## src/rtl/ssv_regs.vh

```
// register offsets, fields, commands and codes of the serial status block
`ifndef SSV_REGS_VH
`define SSV_REGS_VH
// ----------------------------------------------------------------------
// bus offsets (byte addresses, low byte of haddr)
// ----------------------------------------------------------------------
`define SSV_OFS_CTL_A 8'h00
`define SSV_OFS_DAT_A 8'h04
`define SSV_OFS_CTL_B 8'h08
`define SSV_OFS_DAT_B 8'h0c
// ----------------------------------------------------------------------
// pointer values and commands of command_pointer_reg
// ----------------------------------------------------------------------
`define SSV_PTR_W 3
`define SSV_PTR_MAIN 3'h0
`define SSV_PTR_ERR 3'h1
`define SSV_PTR_VEC 3'h2
`define SSV_CMD_LO 3
`define SSV_CMD_HI 5
`define SSV_CMD_EXT_RST 3'h2
`define SSV_CMD_ERR_RST 3'h6
// ----------------------------------------------------------------------
// main_status_reg and error_status_reg bits
// ----------------------------------------------------------------------
`define SSV_ST_RXAV 0
`define SSV_ST_TXE 2
`define SSV_ST_DCD 3
`define SSV_ST_EXTC 5
`define SSV_ST_BRK 7
`define SSV_ER_PAR 4
`define SSV_ER_OVR 5
`define SSV_ER_FRM 6
// ----------------------------------------------------------------------
// irq_control_reg fields and receive interrupt modes
// ----------------------------------------------------------------------
`define SSV_IC_EXT 0
`define SSV_IC_SAV 1
`define SSV_IC_TXE 2
`define SSV_IC_RXM_LO 3
`define SSV_IC_RXM_HI 4
`define SSV_RXM_OFF 2'h0
`define SSV_RXM_PAR_SPC 2'h1
`define SSV_RXM_PAR_OFF 2'h2
// ----------------------------------------------------------------------
// pending source index and vector type codes
// ----------------------------------------------------------------------
`define SSV_P_SRC 0
`define SSV_P_RXC 1
`define SSV_P_TXE 2
`define SSV_P_EXT 3
`define SSV_VEC_LO 1
`define SSV_VEC_HI 3
`define SSV_CODE_A_SRC 3'h7
`define SSV_CODE_A_RXC 3'h6
`define SSV_CODE_A_TXE 3'h4
`define SSV_CODE_A_EXT 3'h5
`define SSV_CODE_B_SRC 3'h3
`define SSV_CODE_B_RXC 3'h2
`define SSV_CODE_B_TXE 3'h0
`define SSV_CODE_B_EXT 3'h1
`define SSV_RST_BYTE 8'h00
`define SSV_HTRANS_NONSEQ 2'h2
`endif

```

## src/rtl/ssv_chan.v

```verilog
// one serial channel: receive holding byte, error latches, line change latch, transmit empty
`timescale 1ns/100ps
`default_nettype none
`include "ssv_regs.vh"
module ssv_chan (
    input wire hclk,
    input wire hresetn,
    input wire dcd_pin,
    input wire brk_in,
    input wire rx_valid,
    input wire [7:0] rx_byte,
    input wire rx_frm,
    input wire rx_par,
    input wire tx_done,
    input wire rd_data,
    input wire wr_data,
    input wire wr_ictl,
    input wire ext_reset,
    input wire err_reset,
    input wire [7:0] wdata,
    output wire [7:0] status,
    output wire [7:0] errs,
    output wire [7:0] rx_data,
    output wire [7:0] tx_byte,
    output wire tx_start,
    output wire sav,
    output wire [3:0] pend
);
    reg dcd_s1_ff, dcd_s2_ff, ext_chg_ff, dcd_lat_ff, brk_lat_ff;
    reg rx_av_ff, frm_ff, chr_par_ff, par_ff, ovr_ff, txe_ff, tx_go_ff;
    reg [7:0] rx_data_ff, tx_byte_ff, ictl_ff;
    wire change = (dcd_s2_ff != dcd_lat_ff) | (brk_in != brk_lat_ff);
    wire [1:0] rxm = ictl_ff[`SSV_IC_RXM_HI:`SSV_IC_RXM_LO];
    wire chr_err = frm_ff | ovr_ff | (chr_par_ff & (rxm == `SSV_RXM_PAR_SPC));
    always @(posedge hclk or negedge hresetn) begin
        if (!hresetn) begin
            dcd_s1_ff <= 1'b0;
            dcd_s2_ff <= 1'b0;
            ext_chg_ff <= 1'b0;
            dcd_lat_ff <= 1'b0;
            brk_lat_ff <= 1'b0;
            rx_av_ff <= 1'b0;
            frm_ff <= 1'b0;
            chr_par_ff <= 1'b0;
            par_ff <= 1'b0;
            ovr_ff <= 1'b0;
            txe_ff <= 1'b1;
            tx_go_ff <= 1'b0;
            rx_data_ff <= `SSV_RST_BYTE;
            tx_byte_ff <= `SSV_RST_BYTE;
            ictl_ff <= `SSV_RST_BYTE;
        end else begin
            dcd_s1_ff <= dcd_pin;
            dcd_s2_ff <= dcd_s1_ff;
            // a change during the latch is lost; the reset command loads the latches with the current line levels
            if (!ext_chg_ff && change) begin
                ext_chg_ff <= 1'b1;
                dcd_lat_ff <= dcd_s2_ff;
                brk_lat_ff <= brk_in;
            end else if (ext_reset) begin
                ext_chg_ff <= 1'b0;
                dcd_lat_ff <= dcd_s2_ff;
                brk_lat_ff <= brk_in;
            end
            if (rx_valid) begin
                rx_av_ff <= 1'b1;
                rx_data_ff <= rx_byte;
                frm_ff <= rx_frm;
                chr_par_ff <= rx_par;
            end else if (rd_data) begin
                rx_av_ff <= 1'b0;
            end
            par_ff <= (rx_valid & rx_par) | (par_ff & ~err_reset);
            ovr_ff <= (rx_valid & rx_av_ff & ~rd_data) | (ovr_ff & ~err_reset);
            if (wr_ictl)
                ictl_ff <= wdata;
            tx_go_ff <= wr_data & txe_ff;
            if (wr_data && txe_ff) begin
                txe_ff <= 1'b0;
                tx_byte_ff <= wdata;
            end else if (tx_done) begin
                txe_ff <= 1'b1;
            end
        end
    end
    assign status = {brk_lat_ff, 1'b0, ext_chg_ff, 1'b0, dcd_lat_ff, txe_ff, 1'b0, rx_av_ff};
    assign errs = {1'b0, frm_ff, ovr_ff, par_ff, 4'h0};
    assign rx_data = rx_data_ff;
    assign tx_byte = tx_byte_ff;
    assign tx_start = tx_go_ff;
    assign sav = ictl_ff[`SSV_IC_SAV];
    assign pend[`SSV_P_SRC] = rx_av_ff & (rxm != `SSV_RXM_OFF) & chr_err;
    assign pend[`SSV_P_RXC] = rx_av_ff & (rxm != `SSV_RXM_OFF) & ~chr_err;
    assign pend[`SSV_P_TXE] = txe_ff & ictl_ff[`SSV_IC_TXE];
    assign pend[`SSV_P_EXT] = ext_chg_ff & ictl_ff[`SSV_IC_EXT];
endmodule
`default_nettype wire

```

## src/rtl/ssv_prio.v

```verilog
// fixed priority resolver and type code for the shared vector
`timescale 1ns/100ps
`default_nettype none
`include "ssv_regs.vh"
module ssv_prio (
    input wire [3:0] pend_a,
    input wire [3:0] pend_b,
    output reg any,
    output reg [2:0] code
);
    always @* begin
        any = 1'b1;
        code = `SSV_CODE_B_TXE;
        // receive sources are exclusive per channel, so they share one rank
        if (pend_a[`SSV_P_SRC])
            code = `SSV_CODE_A_SRC;
        else if (pend_a[`SSV_P_RXC])
            code = `SSV_CODE_A_RXC;
        else if (pend_a[`SSV_P_TXE])
            code = `SSV_CODE_A_TXE;
        else if (pend_a[`SSV_P_EXT])
            code = `SSV_CODE_A_EXT;
        else if (pend_b[`SSV_P_SRC])
            code = `SSV_CODE_B_SRC;
        else if (pend_b[`SSV_P_RXC])
            code = `SSV_CODE_B_RXC;
        else if (pend_b[`SSV_P_TXE])
            code = `SSV_CODE_B_TXE;
        else if (pend_b[`SSV_P_EXT])
            code = `SSV_CODE_B_EXT;
        else
            any = 1'b0;
    end
endmodule
`default_nettype wire

```

## src/rtl/ssv_top.v

```verilog
// two-channel serial status and vectored interrupt block behind an AHB-Lite slave
//
// Design decisions made here: the placing of the registers and the AHB-Lite register port.
`timescale 1ns/100ps
`default_nettype none
`include "ssv_regs.vh"
module ssv_top #(
    parameter CHANS = 2
) (
    input wire hclk,
    input wire hresetn,
    input wire hsel,
    input wire [31:0] haddr,
    input wire [1:0] htrans,
    input wire hwrite,
    input wire [2:0] hsize,
    input wire [31:0] hwdata,
    input wire hready,
    output wire hreadyout,
    output wire hresp,
    output wire [31:0] hrdata,
    input wire [1:0] dcd_pin,
    input wire [1:0] brk_in,
    input wire [1:0] rx_valid,
    input wire [15:0] rx_byte,
    input wire [1:0] rx_frm,
    input wire [1:0] rx_par,
    input wire [1:0] tx_done,
    output wire [15:0] tx_byte,
    output wire [1:0] tx_start,
    output wire irq_req,
    output wire [7:0] irq_vector
);
    // ------------------------------------------------------------------
    // address decode
    // ------------------------------------------------------------------
    // bit 0 control hit, bit 1 data hit, bit 2 second channel
    function [2:0] ssv_dec;
        input [7:0] ofs;
        begin
            case (ofs)
                `SSV_OFS_CTL_A: ssv_dec = 3'h1;
                `SSV_OFS_DAT_A: ssv_dec = 3'h2;
                `SSV_OFS_CTL_B: ssv_dec = 3'h5;
                `SSV_OFS_DAT_B: ssv_dec = 3'h6;
                default: ssv_dec = 3'h0;
            endcase
        end
    endfunction

    // ------------------------------------------------------------------
    // bus state
    // ------------------------------------------------------------------
    localparam ST_IDLE = 3'h1;
    localparam ST_WR = 3'h2;
    localparam ST_RD = 3'h4;
    reg [2:0] st_ff, nxt_st;
    reg [7:0] ofs_ff;
    reg [31:0] hrdata_ff;
    reg [7:0] vec_ff;
    reg [7:0] vec_out_ff;
    wire acc = hsel & (htrans == `SSV_HTRANS_NONSEQ) & hready;
    wire [2:0] dec = ssv_dec(ofs_ff);
    wire wr_ph = (st_ff == ST_WR);
    wire rd_ph = (st_ff == ST_RD);
    wire [1:0] ctl_hit;
    wire [1:0] dat_hit;
    wire [7:0] rd_byte_a, rd_byte_b;
    wire [3:0] pend_a, pend_b;
    wire [1:0] sav;
    wire [2:0] ptr_b;
    wire prio_any;
    wire [2:0] prio_code;
    wire [7:0] vec_mod;

    // reads take one wait cycle so a pointer write just before is seen
    assign hreadyout = ~rd_ph;
    assign hresp = 1'b0;
    assign hrdata = hrdata_ff;
    assign ctl_hit = {dec[2] & dec[0], ~dec[2] & dec[0]};
    assign dat_hit = {dec[2] & dec[1], ~dec[2] & dec[1]};

    always @* begin
        case (st_ff)
            ST_IDLE: nxt_st = acc ? (hwrite ? ST_WR : ST_RD) : ST_IDLE;
            ST_WR: nxt_st = acc ? (hwrite ? ST_WR : ST_RD) : ST_IDLE;
            ST_RD: nxt_st = ST_IDLE;
            default: nxt_st = ST_IDLE;
        endcase
    end

    always @(posedge hclk or negedge hresetn) begin
        if (!hresetn) begin
            st_ff <= ST_IDLE;
            ofs_ff <= `SSV_RST_BYTE;
        end else begin
            st_ff <= nxt_st;
            if (acc)
                ofs_ff <= haddr[7:0];
        end
    end

    // ------------------------------------------------------------------
    // channels with their register pointers
    // ------------------------------------------------------------------
    genvar gi;
    generate
        for (gi = 0; gi < CHANS; gi = gi + 1) begin : g_ch
            reg [`SSV_PTR_W-1:0] ptr_ff;
            reg [7:0] rd_byte;
            wire [7:0] status, errs, rx_data;
            wire [3:0] pend;
            wire wctl = wr_ph & ctl_hit[gi];
            wire rctl = rd_ph & ctl_hit[gi];
            wire at_main = (ptr_ff == `SSV_PTR_MAIN);
            wire [2:0] cmd = hwdata[`SSV_CMD_HI:`SSV_CMD_LO];
            wire ext_rst = wctl & at_main & (cmd == `SSV_CMD_EXT_RST);
            wire err_rst = wctl & at_main & (cmd == `SSV_CMD_ERR_RST);
            wire wr_ictl = wctl & (ptr_ff == `SSV_PTR_ERR);

            always @(posedge hclk or negedge hresetn) begin
                if (!hresetn) begin
                    ptr_ff <= `SSV_PTR_MAIN;
                end else if (wctl && at_main) begin
                    ptr_ff <= hwdata[`SSV_PTR_W-1:0];
                end else if (wctl || rctl) begin
                    ptr_ff <= `SSV_PTR_MAIN;
                end
            end

            always @* begin
                case (ptr_ff)
                    `SSV_PTR_MAIN: rd_byte = status;
                    `SSV_PTR_ERR: rd_byte = errs;
                    // only the second channel answers with the vector
                    `SSV_PTR_VEC: rd_byte = (gi == 1) ? vec_mod : `SSV_RST_BYTE;
                    default: rd_byte = `SSV_RST_BYTE;
                endcase
            end

            ssv_chan u_chan (
                .hclk(hclk),
                .hresetn(hresetn),
                .dcd_pin(dcd_pin[gi]),
                .brk_in(brk_in[gi]),
                .rx_valid(rx_valid[gi]),
                .rx_byte(rx_byte[gi*8+7:gi*8]),
                .rx_frm(rx_frm[gi]),
                .rx_par(rx_par[gi]),
                .tx_done(tx_done[gi]),
                .rd_data(rd_ph & dat_hit[gi]),
                .wr_data(wr_ph & dat_hit[gi]),
                .wr_ictl(wr_ictl),
                .ext_reset(ext_rst),
                .err_reset(err_rst),
                .wdata(hwdata[7:0]),
                .status(status),
                .errs(errs),
                .rx_data(rx_data),
                .tx_byte(tx_byte[gi*8+7:gi*8]),
                .tx_start(tx_start[gi]),
                .sav(sav[gi]),
                .pend(pend)
            );
        end
    endgenerate

    assign rd_byte_a = dat_hit[0] ? g_ch[0].rx_data : g_ch[0].rd_byte;
    assign rd_byte_b = dat_hit[1] ? g_ch[1].rx_data : g_ch[1].rd_byte;
    assign pend_a = g_ch[0].pend;
    assign pend_b = g_ch[1].pend;
    assign ptr_b = g_ch[1].ptr_ff;

    // ------------------------------------------------------------------
    // read data
    // ------------------------------------------------------------------
    // unmapped offsets read zero and ignore writes, answer stays okay
    always @(posedge hclk or negedge hresetn) begin
        if (!hresetn) begin
            hrdata_ff <= 32'h0000_0000;
        end else if (rd_ph) begin
            if (dec[2])
                hrdata_ff <= {24'h00_0000, rd_byte_b};
            else if (dec[1] || dec[0])
                hrdata_ff <= {24'h00_0000, rd_byte_a};
            else
                hrdata_ff <= 32'h0000_0000;
        end
    end

    // ------------------------------------------------------------------
    // shared vector and priority
    // ------------------------------------------------------------------
    always @(posedge hclk or negedge hresetn) begin
        if (!hresetn) begin
            vec_ff <= `SSV_RST_BYTE;
        end else if (wr_ph && ctl_hit[1] && ptr_b == `SSV_PTR_VEC) begin
            vec_ff <= hwdata[7:0];
        end
    end

    ssv_prio u_prio (
        .pend_a(pend_a),
        .pend_b(pend_b),
        .any(prio_any),
        .code(prio_code)
    );

    // without a pending source the stored vector is shown unchanged
    assign vec_mod = (sav[1] && prio_any) ?
        {vec_ff[7:`SSV_VEC_HI+1], prio_code, vec_ff[`SSV_VEC_LO-1:0]} : vec_ff;

    always @(posedge hclk or negedge hresetn) begin
        if (!hresetn)
            vec_out_ff <= `SSV_RST_BYTE;
        else
            vec_out_ff <= vec_mod;
    end

    assign irq_req = prio_any;
    assign irq_vector = vec_out_ff;
endmodule
`default_nettype wire

```

## config.mk

```make
export PLATFORM = sky130hd
export DESIGN_NAME = ssv_top
export DESIGN_NICKNAME = d
export VERILOG_FILES = /design/src/rtl/ssv_chan.v /design/src/rtl/ssv_prio.v /design/src/rtl/ssv_top.v
export VERILOG_INCLUDE_DIRS = /design/src /design/src/rtl
export SDC_FILE = /design/constraint.sdc
export NUM_CORES = 1
export LEC_CHECK = 0
export BUFFER_PORTS_ARGS = -buffer_cell sky130_fd_sc_hd__buf_2
export CAP_MARGIN = 20
export CORE_MARGIN = 2
export CORE_UTILIZATION = 35
export DETAILED_ROUTE_END_ITERATION = 6
export GPL_TIMING_DRIVEN = 0
export PLACE_DENSITY_LB_ADDON = 0.2
export SYNTH_ARGS = -nofsm -noshare
export SYNTH_HDL_FRONTEND = slang
export SYNTH_HIERARCHICAL = 1
export SYNTH_SLANG_ARGS = --single-unit
```

## constraint.sdc

```tcl
create_clock -name hclk -period 5.17 [get_ports hclk]
set_input_delay 0.517 -clock hclk [delete_from_list [all_inputs] [get_ports hclk]]
set_output_delay 0.517 -clock hclk [all_outputs]
set_load 0.1 [all_outputs]
```

==> impl_metrics.json, run 1 <==
{
  "fillers": 1428,
  "post_dp_cell_area_um2": 6040,
  "setup_tns_ns": 0,
  "hold_viol_final": 0,
  "diodes": 0,
  "synth_area_per_cell_um2": 12.2,
  "rows": 44,
  "nNetsFinal": 667,
  "clock-sinks": 106,
  "drc": 0,
  "routed_via_density": 4.64,
  "critPathMaxFanout": 7,
  "cp_cell_sequence": "nor2b_1, o211a_1, or4_4, or4b_4, buf_2",
  "grt_pass1_vias": 3539,
  "cts_hold_buffers": 0,
  "hold_path_class": "in2async",
  "cts_root_buf": "clkbuf_16",
  "cp_slowest_stage_delay_ns": 0.58,
  "post_cts_resized": 0,
  "tightest_slew_ns": 0.784,
  "syn-cell-area_um2": 5200,
  "yosysWarningCount": 6,
  "slew_headroom_pct": 47.6,
  "wl_per_cell_um": 15.2,
  "grt_max_degree": 57,
  "numCtsBuffers": 9,
  "antenna_found_initial": 0,
  "met1_length_um": 4980,
  "fmax_ghz": 0.330,
  "core_region_area_um2": 14500,
  "crit_buf_inv": 1,
  "finalSetupViolCount": 0,
  "end_kind": "output pin",
  "vias": 3498,
  "cts_tree": "built",
  "rsz0062_at_grt": "no",
  "post-cts-setup-buffers": 0,
  "crit_family": "simple AND/OR/NAND/NOR gates",
  "drive_gt1_share_pct": 45.4,
  "period_minus_slack_ns": 3.03,
  "cts_max_path_buffers": 2,
  "syn_inst": 428,
  "ir_drop_v": 0.000136,
  "start_util_pct": 35.8,
  "drt-pass1-iter-count": 5,
  "multi_input_comb_area_um2": 2140,
  "skew_ns": 0.00549,
  "p_per_area_nw_per_um2": 313,
  "pin_count": 163,
  "drt-initial-drc-count": 161,
  "drv_cap": 0,
  "cts.clk_slew.worst_paths_ns": 0.07,
  "ant_nets": 0,
  "routed_wirelength_um": 11500,
  "post-route-period-util_pct": 58.5,
  "htree_levels": 3,
  "met2_length_um": 5770,
  "grt-ovfl-total": 0,
  "dpl.hpwl_um": 8730,
  "dieArea_um2": 15900,
  "die_width_um": 126,
  "outcome": "completed",
  "clk_latency_ns": 0.35,
  "arrival_ns": 2.51,
  "worstPathRequired_ns": 4.65,
  "slew_viol_final": 0,
  "p_leak_uw": 0.00301,
  "grt.total_usage_pct": 15.3,
  "highest_layer": "met4",
  "regArea_um2": 2660,
  "grt_pass1_wl_um": 18700,
  "start_kind": "register",
  "syn_to_final_growth_pct": 21.3,
  "wl_met3_um": 557,
  "path_class": "reg2out",
  "fin_area_um2": 6320,
  "cpMaxStageDelayCell": "or4b_4",
  "portBuffers": 86,
  "fp.dieH_um": 126,
  "gp_congestion": 0.807
}
[cell usage in the layout, fill, tap and decap left out, drive strengths merged, types with 6 or more instances in the layout]
| master | n |
|---|---|
| nor2 | 18 |
| conb | 41 |
| nand3 | 6 |
| dfrtp | 103 |
| mux2i | 13 |
| clkbuf | 15 |
| inv | 15 |
| nand2 | 25 |
| buf | 150 |
| o21ai | 17 |
| a22o | 6 |
| mux2 | 73 |
[state kept, by name, indices dropped and copies added, names as in the netlist, 3 cells and up]
| signal | cells |
|---|---|
| g_ch.ptr_ff | 6 |
| g_ch.u_chan/ictl_ff | 9 |
| g_ch.u_chan/rx_data | 16 |
| g_ch.u_chan/tx_byte | 16 |
| hrdata | 8 |
| irq_vector | 8 |
| ofs_ff | 8 |
| st_ff | 3 |
| vec_ff | 8 |
[worst paths after layout]
check | start | endpoint | slack, ns | cells past startpoint
max | g_ch[0].u_chan/ictl_ff[3] | irq_req | 2.14 | 5
min in group hclk | dcd_pin[1] | g_ch[1].u_chan/dcd_s1_ff | 0.27 | 1
max reg2reg | ofs_ff[2] | g_ch[0].u_chan/dcd_lat_ff | 2.52 | 6
max in group asynchronous | hresetn | g_ch[0].u_chan/txe_ff | 4.18 | 2
min | hresetn | g_ch[1].u_chan/tx_byte[5] | 0.22 | 1
min reg2reg | g_ch[1].u_chan/dcd_s1_ff | g_ch[1].u_chan/dcd_s2_ff | 0.35 | 0
[metal layers]
layer / up-vias / global-route usage, %
li1: 1688 / -
met1: 1721 / 19.6
met2: 78 / 25.3
met3: 11 / 3.57
met4: 0 / 5.37
met5: - / 0
[stage by stage]
step | utilization, % | cells | power, uW | hold slack [ns] | setup slack, ns
detailed placement | 41.6 | 738 | 1360 | 0.336 | 2.52
global route | 43.5 | 754 | 2080 | 0.248 | 2.08
floorplan | - | 466 | 1260 | 0.221 | 2.62
global placement | 41.3 | 736 | 1360 | 0.331 | 2.41
finish | 43.5 | 754 | 1980 | 0.216 | 2.14
CTS | 43.5 | 754 | 2000 | 0.248 | 2.12
[where the power goes]
| group | total (uW) | switching (uW) | leakage [uW] | internal [uW] |
|---|---|---|---|---|
| clock network | 630 | 303 | 0.000132 | 328 |
| registers | 915 | 33.9 | 0.00125 | 881 |
| logic | 430 | 300 | 0.00163 | 130 |
| total | 1980 | 637 | 0.00301 | 1340 |
[area by class of cell]
type                            count  area share (%)
Buffer                             67            7.81
Clock buffer                       10            3.63
Clock inverter                      6           0.693
Inverter                           15           0.891
Multi-Input combinational cell    278            33.9
Sequential cell                   106            42.1
Tap cell                          184            3.65
Timing Repair Buffer               88            7.37
Note: power is estimated with default switching activity, not from simulation.
==> run 2: changes to the inputs <==
clock period = 2.75 ns   (was 5.17 ns; I/O delays follow)
==> impl_metrics.json, run 2 (synthesized netlist as in run 1, its figures left out) <==
{
  "outcome": "finished with violations",
  "violations": "hold timing",
  "place_ws_ns": 0.0975,
  "grt-ovfl-total": 0,
  "portBuffers": 86,
  "stdcell_count": 754,
  "die_width_um": 126,
  "start_util_pct": 35.8,
  "finalSetupViolCount": 0,
  "slew_headroom_pct": 48.5,
  "hold_viol_final": 17,
  "drive_gt1_share_pct": 45.4,
  "dpl.hpwl_um": 8730,
  "ant_nets": 0,
  "grt_max_degree": 57,
  "nNetsFinal": 667,
  "period_minus_slack_ns": 2.69,
  "clkPwrFrac_pct": 32.0,
  "setup_ws_ns": 0.0647,
  "grt_pass1_vias": 3539,
  "numCtsBuffers": 9,
  "end_kind": "output pin",
  "final_core_util_pct": 43.6,
  "routed_wirelength_um": 11500,
  "cp_cell_sequence": "nor2b_1, o211a_1, or4_4, or4b_4, buf_6",
  "worstPathRequired_ns": 2.48,
  "drc": 0,
  "hold_path_class": "in2async",
  "grt_pass1_wl_um": 18700,
  "clk_latency_ns": 0.35,
  "path_class": "reg2out",
  "combPwrFrac_pct": 21.8,
  "vias": 3487,
  "ir_drop_v": 0.000256,
  "multi_input_comb_area_um2": 2150,
  "routed_via_density": 4.62,
  "drv_cap": 0,
  "hold_ws_ns": -0.0245,
  "gp_congestion": 0.807,
  "skew_ns": 0.00529,
  "post_dp_cell_area_um2": 6040,
  "core_region_area_um2": 14500,
  "placed_cells": 738,
  "p_leak_uw": 0.00301,
  "drt-pass1-iter-count": 5,
  "tightest_slew_ns": 0.772,
  "reg2reg_slack_ns": 0.11,
  "timing.rr.start": "g_ch[0].u_chan/ictl_ff[3]",
  "fillers": 1426,
  "crit_family": "simple AND/OR/NAND/NOR gates",
  "final_cell_mix": "103 x dfrtp_1, 86 x buf_2, 65 x mux2_2",
  "syn_to_final_growth_pct": 21.6,
  "pin_count": 163,
  "critPathMaxFanout": 7,
  "setup_tns_ns": 0,
  "grt.total_usage_pct": 15.3,
  "slew_viol_final": 0,
  "final_common_cell": "dfrtp_1",
  "regArea_um2": 2660,
  "arrival_ns": 2.41,
  "cts.clk_slew.worst_paths_ns": 0.07,
  "diodes": 0,
  "p_per_area_nw_per_um2": 587,
  "power.share.switching_pct": 32.3,
  "dieArea_um2": 15900,
  "clock-sinks": 106,
  "drt-initial-drc-count": 154,
  "crit_buf_inv": 1,
  "cts_root_buf": "clkbuf_16",
  "htree_levels": 3,
  "wl_per_cell_um": 15.2,
  "cts_tree": "built",
  "cts_max_path_buffers": 2,
  "fp.dieH_um": 126,
  "rows": 44,
  "reg2regPathDepth": 8,
  "start_kind": "register",
  "fin_area_um2": 6330,
  "internal-power_uw": 2520,
  "setup.worst_path.end": "irq_req",
  "startpoint": "g_ch[0].u_chan/ictl_ff[3]",
  "power_frac_seq_pct": 46.3,
  "fmax_ghz": 0.372,
  "cpMaxStageDelayCell": "or4b_4",
  "net-switching-power_uw": 1200,
  "cts_hold_buffers": 0,
  "rsz0062_at_grt": "no",
  "cp_slowest_stage_delay_ns": 0.58,
  "cp.depth": 5,
  "post-cts-setup-buffers": 0,
  "regToRegEndpoint": "hrdata[1]",
  "antenna_found_initial": 0,
  "post-route-period-util_pct": 97.6
}
## run 2: routing by layer
metal,wire [um],track usage (%),up-vias
met4,163,5.37,0
met3,516,3.57,11
met2,5770,25.3,69
li1,-,-,1689
met5,0,0,-
met1,5030,19.6,1718
## run 2: area by class of cell
type,count,share of cell area (%)
Timing Repair Buffer,88,7.45
Tap cell,184,3.64
Multi-Input combinational cell,278,34.0
Clock buffer,10,3.62
Sequential cell,106,42.0
Inverter,15,0.889
Clock inverter,6,0.692
Buffer,67,7.79
## run 2: stage by stage
stage	hold slack, ns	power, uW
3_3_place_gp	0.331	2550
6_report	-0.0245	3720
2_1_floorplan	-0.0206	2370
4_1_cts	0.00580	3770
5_1_grt	0.00644	3900
3_5_place_dp	0.336	2570
## run 2: how the worst min path moves through the flow
| stage | from | slack [ns] | endpoint |
|---|---|---|---|
| 3_3_place_gp | g_ch[0].u_chan/dcd_s1_ff | 0.33 | g_ch[0].u_chan/dcd_s2_ff |
| 6_report | hresetn | -0.02 | g_ch[1].u_chan/tx_byte[5] |
| 3_5_place_dp | g_ch[1].u_chan/dcd_s1_ff | 0.34 | g_ch[1].u_chan/dcd_s2_ff |
| 2_1_floorplan | hresetn | -0.02 | g_ch[0].ptr_ff[0] |
| 5_1_grt | dcd_pin[1] | 0.006 | g_ch[1].u_chan/dcd_s1_ff |
| 4_1_cts | hresetn | 0.006 | g_ch[1].u_chan/tx_byte[5] |
## run 2: repair_timing
item	4_1_cts	5_1_grt
gates resized for setup	1	2
pin swaps	0	0
setup endpoints to repair	1	3
## run 2: power by group through the flow
stage,sequential (uW),combinational (uW),clock [uW]
5_1_grt,1740,865,1300
2_1_floorplan,1930,440,0
6_report,1720,810,1190
3_5_place_dp,1750,813,0
4_1_cts,1720,815,1230
3_3_place_gp,1750,801,0
